$ cat config.mk
export PLATFORM = sky130hd
export DESIGN_NAME = led_pmu_seq
export DESIGN_NICKNAME = d
export VERILOG_FILES = /design/src/hw/pmu_seq_pkg.sv /design/src/hw/pin_sync.sv /design/src/hw/led_pmu_seq.sv
export SDC_FILE = /design/constraint.sdc
export NUM_CORES = 1
export LEC_CHECK = 0
export ABC_AREA = 1
export BUFFER_PORTS_ARGS = -buffer_cell sky130_fd_sc_hd__buf_2
export CAP_MARGIN = 20
export CORE_ASPECT_RATIO = 0.9
export CORE_MARGIN = 2
export CORE_UTILIZATION = 47
export CTS_CLUSTER_SIZE = 30
export DETAILED_ROUTE_END_ITERATION = 10
export HOLD_SLACK_MARGIN = 0.02
export PLACE_DENSITY = 0.8
export SYNTH_ARGS = -nofsm -noshare
export SYNTH_HDL_FRONTEND = slang
export SYNTH_HIERARCHICAL = 1
export SYNTH_SLANG_ARGS = --single-unit
$ cat constraint.sdc
create_clock -name aclk -period 2 [get_ports aclk]
set_input_delay 0.2 -clock aclk [delete_from_list [all_inputs] [get_ports aclk]]
set_output_delay 0.2 -clock aclk [all_outputs]
set_load 0.05 [all_outputs]
$ cat src/hw/pmu_seq_pkg.sv
// Constants, input positions and mode encoding for the LED supply mode sequencer.
package pmu_seq_pkg;

    // ----------------------------------------
    // Clock and timing
    // ----------------------------------------
    localparam int CLK_PERIOD_NS = 40;
    localparam int SAVE_DWELL_NS = 10000;
    localparam int IDLE_TIMEOUT_NS = 100000;
    localparam int CNT_W = 12;
    // Least dwell rounds up, the timeout rounds down.
    localparam logic [CNT_W-1:0] SAVE_DWELL_CYC =
        CNT_W'((SAVE_DWELL_NS + CLK_PERIOD_NS - 1) / CLK_PERIOD_NS);
    localparam logic [CNT_W-1:0] IDLE_TIMEOUT_CYC = CNT_W'(IDLE_TIMEOUT_NS / CLK_PERIOD_NS);

    // ----------------------------------------
    // Synchronised input vector positions
    // ----------------------------------------
    localparam int IN_W = 14;
    localparam int IN_TURN_ON = 0;
    localparam int IN_SAVE_LOW = 1;
    localparam int IN_REF_OFF = 2;
    localparam int IN_TURN_OFF = 3;
    localparam int IN_REG_START = 4;
    localparam int IN_REG_ON = 5;
    localparam int IN_REG_OFF = 6;
    localparam int IN_REF_OK = 7;
    localparam int IN_REF_LOW = 8;
    localparam int IN_CS_TRIP = 9;
    localparam int IN_LOW = 10;
    localparam int IN_HIGH = 11;
    localparam int IN_PFC = 12;
    localparam int IN_AUX = 13;

    // ----------------------------------------
    // Register map
    // ----------------------------------------
    localparam logic [3:0] ADDR_CTRL = 4'h0;
    localparam logic [3:0] ADDR_STATUS = 4'h4;
    localparam int CTRL_INHIBIT_BIT = 0;
    localparam logic CTRL_INHIBIT_RST = 1'h0;
    localparam logic [1:0] RESP_OKAY = 2'h0;
    localparam logic [1:0] RESP_DECERR = 2'h3;

    typedef enum logic [1:0] {MODE_STARTUP, MODE_SAVE, MODE_OPER, MODE_SHUTDOWN} mode_e;

endpackage

$ cat src/hw/pin_sync.sv
// Two flip-flop synchroniser for a vector of pin levels.
`timescale 1ns/100ps
module pin_sync
(
    input  wire logic                        aclk,
    input  wire logic                        aresetn,
    input  wire logic [pmu_seq_pkg::IN_W-1:0] din,
    output      logic [pmu_seq_pkg::IN_W-1:0] dout
);
    import pmu_seq_pkg::*;

    logic [IN_W-1:0] stage1;

    // ----------------------------------------
    // Sync chain
    // ----------------------------------------
    // First stage feeds only the second stage.
    always_ff @(posedge aclk)
    begin
        if (!aresetn)
        begin
            stage1 <= '0;
            dout   <= '0;
        end
        else
        begin
            stage1 <= din;
            dout   <= stage1;
        end
    end

endmodule // pin_sync

$ cat src/hw/led_pmu_seq.sv
// Mode sequencer, regulator switch, overcurrent latch and gate drivers with an AXI4-Lite slave.
// What this block does
// - Startup: generator on, reference sink on, everything else disabled.
// - Supply above turn-on in startup stops generator, goes to save.
// - Save: low-current reference, generator cycles between thresholds, rest disabled.
// - Save: supply below reference-off returns to startup.
// - Operating needs 10 us in save, reference above 3.0 V, high-input fall.
// - Operating: generator off, high-current reference, regulator, protection, drivers on.
// - Operating: low input idle over 100 us returns to save.
// - Operating: supply below turn-off or reference below 2.0 V enters shutdown.
// - Shutdown: generator on, low-current reference, the rest disabled.
// - Shutdown: turn-on goes to save; below reference-off goes to startup.
// - Regulator active and supply above start closes the switch at once.
// - Supply between on and start closes switch at next low-input fall.
// - Supply below regulator-off opens switch at next low-input fall.
// - Reference enabled only above reference-off; otherwise the sink is on.
// - Input monitor holds every driver low during startup.
// - Current trip latches fault, forces half-bridge gates low, flag high.
// - Fault holds until both half-bridge inputs low and current below trip.
// - Both half-bridge inputs high force both half-bridge gates low.
// - Bootstrap switch follows low gate; never conducts back into supply.
// - Enabled drivers follow their own logic inputs.
// - Overcurrent protection runs beside the sequencer, enabled only when operating.
// - Inactivity timeout lies between 70 and 130 us.
`timescale 1ns/100ps
module led_pmu_seq
(
    input  wire logic        aclk,
    input  wire logic        aresetn,
    input  wire logic [31:0] s_axi_awaddr,
    input  wire logic        s_axi_awvalid,
    output      logic        s_axi_awready,
    input  wire logic [31:0] s_axi_wdata,
    input  wire logic [3:0]  s_axi_wstrb,
    input  wire logic        s_axi_wvalid,
    output      logic        s_axi_wready,
    output      logic [1:0]  s_axi_bresp,
    output      logic        s_axi_bvalid,
    input  wire logic        s_axi_bready,
    input  wire logic [31:0] s_axi_araddr,
    input  wire logic        s_axi_arvalid,
    output      logic        s_axi_arready,
    output      logic [31:0] s_axi_rdata,
    output      logic [1:0]  s_axi_rresp,
    output      logic        s_axi_rvalid,
    input  wire logic        s_axi_rready,
    input  wire logic        supply_turn_on_thr,
    input  wire logic        supply_save_low_thr,
    input  wire logic        supply_ref_off_thr,
    input  wire logic        supply_turn_off_thr,
    input  wire logic        regulator_start_thr,
    input  wire logic        regulator_on_thr,
    input  wire logic        regulator_off_thr,
    input  wire logic        ref_above_enable,
    input  wire logic        ref_below_latch,
    input  wire logic        current_sense_trip,
    input  wire logic        low_side_logic_in,
    input  wire logic        high_side_logic_in,
    input  wire logic        pfc_logic_in,
    input  wire logic        aux_logic_in,
    output      logic        hv_startup_gen,
    output      logic        ref_enable,
    output      logic        ref_high_current,
    output      logic        ref_sink_enable,
    output      logic        regulator_switch,
    output      logic        overcurrent_flag_out,
    output      logic        low_side_gate_out,
    output      logic        high_side_gate_out,
    output      logic        pfc_gate_out,
    output      logic        aux_gate_out,
    output      logic        bootstrap_switch
);
    import pmu_seq_pkg::*;

    logic [IN_W-1:0]  pins;
    mode_e            mode;
    mode_e            next_mode;
    logic [CNT_W-1:0] save_cnt;
    logic [CNT_W-1:0] idle_cnt;
    logic             low_prev;
    logic             high_prev;
    logic             low_fall;
    logic             high_fall;
    logic             low_edge;
    logic             fault;
    logic             inhibit;
    logic             drv_en;
    logic             hb_block;
    logic             aw_got;
    logic             w_got;
    logic [3:0]       aw_addr;
    logic [31:0]      w_data;
    logic [3:0]       w_strb;

    // ----------------------------------------
    // Input conditioning
    // ----------------------------------------
    // synchronised comparator bits
    pin_sync u_sync
    (
        .aclk    (aclk),
        .aresetn (aresetn),
        .din     ({aux_logic_in, pfc_logic_in, high_side_logic_in, low_side_logic_in,
                   current_sense_trip, ref_below_latch, ref_above_enable, regulator_off_thr,
                   regulator_on_thr, regulator_start_thr, supply_turn_off_thr,
                   supply_ref_off_thr, supply_save_low_thr, supply_turn_on_thr}),
        .dout    (pins)
    );

    // Edge history of the two half-bridge inputs.
    always_ff @(posedge aclk)
    begin
        if (!aresetn)
        begin
            low_prev  <= 1'b0;
            high_prev <= 1'b0;
        end
        else
        begin
            low_prev  <= pins[IN_LOW];
            high_prev <= pins[IN_HIGH];
        end
    end

    // Edge decodes used by the sequencer and the regulator.
    assign low_fall  = low_prev & ~pins[IN_LOW];
    assign high_fall = high_prev & ~pins[IN_HIGH];
    assign low_edge  = low_prev ^ pins[IN_LOW];

    // ----------------------------------------
    // Mode sequencer
    // ----------------------------------------
    // Next mode from the current mode and the comparator levels.
    always_comb
    begin
        next_mode = mode;
        case (mode)
            MODE_STARTUP:
            begin
                if (pins[IN_TURN_ON])
                    next_mode = MODE_SAVE;
            end
            MODE_SAVE:
            begin
                if (pins[IN_REF_OFF])
                    next_mode = MODE_STARTUP;
                else if (save_cnt >= SAVE_DWELL_CYC && pins[IN_REF_OK] && high_fall)
                    next_mode = MODE_OPER;
            end
            MODE_OPER:
            begin
                if (pins[IN_TURN_OFF] || pins[IN_REF_LOW])
                    next_mode = MODE_SHUTDOWN;
                else if (idle_cnt >= IDLE_TIMEOUT_CYC)
                    next_mode = MODE_SAVE;
            end
            MODE_SHUTDOWN:
            begin
                if (pins[IN_REF_OFF])
                    next_mode = MODE_STARTUP;
                else if (pins[IN_TURN_ON])
                    next_mode = MODE_SAVE;
            end
            default:
                next_mode = MODE_STARTUP;
        endcase
    end

    always_ff @(posedge aclk)
    begin
        if (!aresetn)
            mode <= MODE_STARTUP;
        else
            mode <= next_mode;
    end

    // Save-mode dwell counter; saturates once the dwell has passed.
    always_ff @(posedge aclk)
    begin
        if (!aresetn)
            save_cnt <= '0;
        else if (mode != MODE_SAVE)
            save_cnt <= '0;
        else if (save_cnt < SAVE_DWELL_CYC)
            save_cnt <= save_cnt + 1'b1;
    end

    always_ff @(posedge aclk)
    begin
        if (!aresetn)
            idle_cnt <= '0;
        else if (mode != MODE_OPER || low_edge)
            idle_cnt <= '0;
        else if (idle_cnt < IDLE_TIMEOUT_CYC)
            idle_cnt <= idle_cnt + 1'b1;
    end

    // ----------------------------------------
    // Supply and reference controls
    // ----------------------------------------
    // Startup generator: on in startup and shutdown, hysteresis in save, off when operating.
    always_ff @(posedge aclk)
    begin
        if (!aresetn)
            hv_startup_gen <= 1'b1;
        else
        begin
            case (next_mode)
                MODE_STARTUP, MODE_SHUTDOWN:
                    hv_startup_gen <= 1'b1;
                MODE_SAVE:
                begin
                    if (mode != MODE_SAVE || pins[IN_TURN_ON])
                        hv_startup_gen <= 1'b0;
                    else if (pins[IN_SAVE_LOW])
                        hv_startup_gen <= 1'b1;
                end
                default:
                    hv_startup_gen <= 1'b0;
            endcase
        end
    end

    // Reference source and pin sink; the sink is on whenever the source is off.
    always_ff @(posedge aclk)
    begin
        if (!aresetn)
        begin
            ref_enable       <= 1'b0;
            ref_high_current <= 1'b0;
            ref_sink_enable  <= 1'b1;
        end
        else
        begin
            ref_enable       <= (next_mode != MODE_STARTUP) && !pins[IN_REF_OFF];
            ref_sink_enable  <= (next_mode == MODE_STARTUP) || pins[IN_REF_OFF];
            ref_high_current <= (next_mode == MODE_OPER) && !pins[IN_REF_OFF];
        end
    end

    // Two-point regulator switch, only active while operating.
    always_ff @(posedge aclk)
    begin
        if (!aresetn)
            regulator_switch <= 1'b0;
        else if (next_mode != MODE_OPER)
            regulator_switch <= 1'b0;
        else if (pins[IN_REG_START])
            regulator_switch <= 1'b1;
        else if (low_fall && pins[IN_REG_ON])
            regulator_switch <= 1'b1;
        else if (low_fall && pins[IN_REG_OFF])
            regulator_switch <= 1'b0;
    end

    // ----------------------------------------
    // Overcurrent latch and drivers
    // ----------------------------------------
    // fault latch, set wins
    always_ff @(posedge aclk)
    begin
        if (!aresetn)
            fault <= 1'b0;
        else if (mode == MODE_OPER && pins[IN_CS_TRIP])
            fault <= 1'b1;
        else if (!pins[IN_LOW] && !pins[IN_HIGH] && !pins[IN_CS_TRIP])
            fault <= 1'b0;
    end

    assign overcurrent_flag_out = fault;

    // enable, trip and interlock
    // A trip blocks the half-bridge gates in the same edge that sets the fault latch.
    assign drv_en   = (next_mode == MODE_OPER) && !inhibit;
    assign hb_block = fault || (mode == MODE_OPER && pins[IN_CS_TRIP]) || (pins[IN_LOW] && pins[IN_HIGH]);

    // Registered gate outputs.
    always_ff @(posedge aclk)
    begin
        if (!aresetn)
        begin
            low_side_gate_out  <= 1'b0;
            high_side_gate_out <= 1'b0;
            pfc_gate_out       <= 1'b0;
            aux_gate_out       <= 1'b0;
        end
        else
        begin
            low_side_gate_out  <= drv_en && !hb_block && pins[IN_LOW];
            high_side_gate_out <= drv_en && !hb_block && pins[IN_HIGH];
            pfc_gate_out       <= drv_en && pins[IN_PFC];
            aux_gate_out       <= drv_en && pins[IN_AUX];
        end
    end

    assign bootstrap_switch = low_side_gate_out;

    // ----------------------------------------
    // AXI4-Lite slave
    // ----------------------------------------
    // Register index of a byte address; 2'd3 marks an unmapped address.
    function automatic logic [1:0] reg_sel(input logic [31:0] addr);
        if (addr[31:4] != '0)
            reg_sel = 2'd3;
        else if (addr[3:0] == ADDR_CTRL)
            reg_sel = 2'd0;
        else if (addr[3:0] == ADDR_STATUS)
            reg_sel = 2'd1;
        else
            reg_sel = 2'd3;
    endfunction

    assign s_axi_awready = !aw_got && !s_axi_bvalid;
    assign s_axi_wready  = !w_got && !s_axi_bvalid;
    assign s_axi_arready = !s_axi_rvalid;

    // Write channels are captured in either order; the write lands when both are held.
    always_ff @(posedge aclk)
    begin
        if (!aresetn)
        begin
            aw_got       <= 1'b0;
            w_got        <= 1'b0;
            aw_addr      <= '0;
            w_data       <= '0;
            w_strb       <= '0;
            s_axi_bvalid <= 1'b0;
            s_axi_bresp  <= RESP_OKAY;
            inhibit      <= CTRL_INHIBIT_RST;
        end
        else
        begin
            if (s_axi_awvalid && s_axi_awready)
            begin
                aw_got  <= 1'b1;
                aw_addr <= (reg_sel(s_axi_awaddr) == 2'd3) ? 4'hF : s_axi_awaddr[3:0];
            end
            if (s_axi_wvalid && s_axi_wready)
            begin
                w_got  <= 1'b1;
                w_data <= s_axi_wdata;
                w_strb <= s_axi_wstrb;
            end
            if (aw_got && w_got)
            begin
                aw_got       <= 1'b0;
                w_got        <= 1'b0;
                s_axi_bvalid <= 1'b1;
                s_axi_bresp  <= (reg_sel({28'h0, aw_addr}) == 2'd3) ? RESP_DECERR : RESP_OKAY;
                if (reg_sel({28'h0, aw_addr}) == 2'd0 && w_strb[0])
                    inhibit <= w_data[CTRL_INHIBIT_BIT];
            end
            else if (s_axi_bvalid && s_axi_bready)
                s_axi_bvalid <= 1'b0;
        end
    end

    // Read path; status shows mode, fault and regulator switch.
    always_ff @(posedge aclk)
    begin
        if (!aresetn)
        begin
            s_axi_rvalid <= 1'b0;
            s_axi_rdata  <= '0;
            s_axi_rresp  <= RESP_OKAY;
        end
        else if (s_axi_arvalid && s_axi_arready)
        begin
            s_axi_rvalid <= 1'b1;
            s_axi_rresp  <= RESP_OKAY;
            case (reg_sel(s_axi_araddr))
                2'd0:    s_axi_rdata <= {31'h0, inhibit};
                2'd1:    s_axi_rdata <= {28'h0, regulator_switch, fault, 2'(mode)};
                default:
                begin
                    s_axi_rdata <= '0;
                    s_axi_rresp <= RESP_DECERR;
                end
            endcase
        end
        else if (s_axi_rvalid && s_axi_rready)
            s_axi_rvalid <= 1'b0;
    end
endmodule // led_pmu_seq

==> impl_metrics.tcl <==
set metrics [dict create \
    syn_avg_cell_area_um2 7.45 \
    h-tree-depth 3 \
    placed_cell_area_um2 4340 \
    max_cap_violations 0 \
    port_buffers 110 \
    ios 173 \
    vias_per_cell 4.61 \
    row_count 31 \
    synth_edf_count 0 \
    ys_warn_count 6 \
    cts_tree "built" \
    path_clk_slew_ps 80 \
    hold_path.class "in -> reg" \
    arrival_ps 2080 \
    worstPathRequired_ps 2240 \
    multiInputGateArea_um2 1700 \
    drive_above_1_share 0.261 \
    cp-startpoint "save_cnt[0]$_SDFFE_PP0N_" \
    path_max_fanout 5 \
    reg2reg_depth 14 \
    powerDensity_nw_per_um2 777 \
    p_leak_nw 2.28 \
    synthSimpleGateAreaFrac 0.287 \
    setup_viol 0 \
    synth_top_area_cell "dfxtp_1" \
    fin_crit_sh 0.923 \
    netlist_instances 514 \
    register_area_um2 1670 \
    ys_seq_elements 83 \
    crit_end "hv_startup_gen$_SDFFE_PN1P_" \
    fmax_mhz 542 \
    grt_max_degree 33 \
    clock_path_buffers 2 \
    grt_pass1_vias 3112 \
    area_growth_pct 19.5 \
    die_area_um2 8880 \
    grt_overflow 0 \
    design_area_um2 4570 \
    rrSetupSlack_ps 150 \
    die-height_um 89.6 \
    drc_errors 0 \
    insertion_delay_ps 350 \
    period_needed_ps 1850 \
    hold_violations 0 \
    track_usage 0.176 \
    grt_pass1_wl_um 12600 \
    synth_compound_area_frac 0.0863 \
    fin_nets 761 \
    place_ws_ps 35.8 \
    antenna_found_initial 0 \
    core_um2 7990 \
    synth_mux_area_frac 0 \
    cts_made_buffers 9 \
    wire_per_inst_um 10.5 \
    dpl.hpwl_um 6080 \
    synth_xor_area_frac 0.00915 \
    drv_slew 0 \
    synth_most_common_cell "nand2_1" \
    status "completed" \
    synth-adder-area-share 0.0294 \
    netlist_area_um2 3830 \
    finalWorstSetupSlack_ps 154 \
    initial_utilization 0.479 \
    synth_top_family_by_area "simple AND/OR/NAND/NOR gates" \
    maxSlewHeadroom 0.658 \
    synth-main-ff-cell "dfxtp_1" \
    num_vias 3391 \
    synth_top_area_share 0.434 \
    drt_iter0_markers 123 \
    peakVddDrop_mv 0.574 \
    async_flop_share 0 \
    synth_common_cells "nand2_1, dfxtp_1, nor2_1, inv_1, buf_4" \
    startpoint_type "register" \
    cpMaxStageDelayCell "dfxtp_4" \
    path_class "reg -> reg" \
    synth-seq-area-share 0.434 \
    numClockSinks 83 \
    die_x_um 99.1 \
    finalClockSkew_ps 9.03 \
    ys_types 40 \
    cp_cell_sequence "inv_1 > ha_1 > inv_1 > nor2_1 > nand2_1 > nand3_2 > nand2_1 > nand2_1 > nand3_1 > nand2_2 > inv_1 > ha_1 > a31oi_1 > o31ai_1" \
    tightestPinTransition_ps 509 \
    n_antenna_cell 0 \
    cts_root_buffer "clkbuf_8" \
    r2r_end "hv_startup_gen$_SDFFE_PN1P_" \
    drtPass1Iterations 4 \
    antenna_left 0 \
    wl_um 7730 \
    rr_startpoint "save_cnt[0]$_SDFFE_PP0N_" \
    routabilityCongestion 0.923 \
    num-fill-cells 741 \
    cp-end-kind "register" \
    max_stage_delay_ps 360 \
    netlist_top_cells_area "dfxtp_1, nand2_1, nor2_1, inv_1, buf_4" \
]
==> layer usage <==
metal | up-vias | share of wire | track usage | wire length [um]
li1 | 1769 | - | - | -
met1 | 1499 | 0.44 | 0.202 | 3390
met2 | 104 | 0.48 | 0.311 | 3690
met3 | 19 | 0.061 | 0.0418 | 469
met4 | 0 | 0.023 | 0.0859 | 175
met5 | - | 0 | 0 | 0
==> kinds of logic (layout without fill, tap and decap cells) <==
logic type                 after synthesis  after routing
xor gates and xnor gates                 4              4
DFF                                     83             83
and+or+nand+nor                        247            247
other                                    1             28
adders and majority gates                9              9
buffers and inverters                  116            211
AOI/OAI and AO/OA                       54             54
==> cell usage in the layout, fill, tap and decap left out, types with 3 or more instances in the layout <==
master    count
nand4_1       8
ha_1          9
a31oi_1       3
nor3_1        8
o21ai_0      11
a21oi_2       7
o21a_1        3
nand2_1     112
inv_1        77
xor2_1        3
nand3_1      13
nand2_2       8
clkbuf_8     10
nor3_2        7
buf_2       110
nor2_1       78
dfxtp_1      82
buf_4         5
conb_1       28
a21oi_1      23
==> metrics by stage <==
step	power, W	std cells	TNS [ps]	utilization	hold slack, ps
floorplan	0.00232	541	0	-	298
global placement	0.00244	716	0	0.543	379
detailed placement	0.00246	716	0	0.543	386
CTS	0.00356	733	0	0.567	24.1
global route	0.00373	735	-43.0	0.573	28.5
finish	0.00355	735	0	0.573	32.4
==> flip-flops by register name (all words and copies together) (netlist names), 2 cells and up <==
signal         flops
idle_cnt          12
s_axi_rdata        4
u_sync/dout       14
aw_addr            4
mode               2
u_sync/stage1     14
save_cnt          12
==> power by group <==
part	total [W]	internal [W]	switching [W]	leakage, nW
Sequential	0.00178	0.00173	0.0000465	0.680
Combinational	0.000669	0.000193	0.000476	1.50
Clock	0.00111	0.000496	0.000612	0.0933
==> how the worst min path moves through the flow <==
stage / cells after the start / slack (ps) / start / end
after floorplan: 2 / 300 / supply_turn_on_thr / u_sync/stage1[0]$_SDFF_PN0_
final: 3 / 30 / current_sense_trip / u_sync/stage1[9]$_SDFF_PN0_
after detailed placement: 3 / 390 / aux_logic_in / u_sync/stage1[13]$_SDFF_PN0_
after global placement: 3 / 380 / low_side_logic_in / u_sync/stage1[10]$_SDFF_PN0_
after global routing: 3 / 30 / pfc_logic_in / u_sync/stage1[12]$_SDFF_PN0_
after CTS: 3 / 20 / ref_below_latch / u_sync/stage1[8]$_SDFF_PN0_
==> layout make-up <==
class                      instances  share of cell area
multi-input combinational        342               0.371
sequential                        83               0.364
timing repair buffer             117               0.133
inverter                          78              0.0640
clock buffer                      10              0.0301
tap                               99              0.0271
clock inverter                     6              0.0104
==> worst max-delay path: cells and delay by family (launching register included) <==
family / cells / cell delay (ps)
AND/OR/NAND/NOR: 7 / 550
adder cells (fa/ha/maj): 2 / 420
flip-flops: 1 / 360
AO/OA/AOI/OAI: 2 / 230
buffers and inverters: 3 / 170
==> timing repair <==
action | CTS | global route
setup endpoints to repair | 0 | 6
hold endpoints to repair | 1 | 1
setup buffers | 0 | 1
gates resized for setup | 0 | 7
hold buffers | 1 | 1
Note: power is estimated with default switching activity, not from simulation.
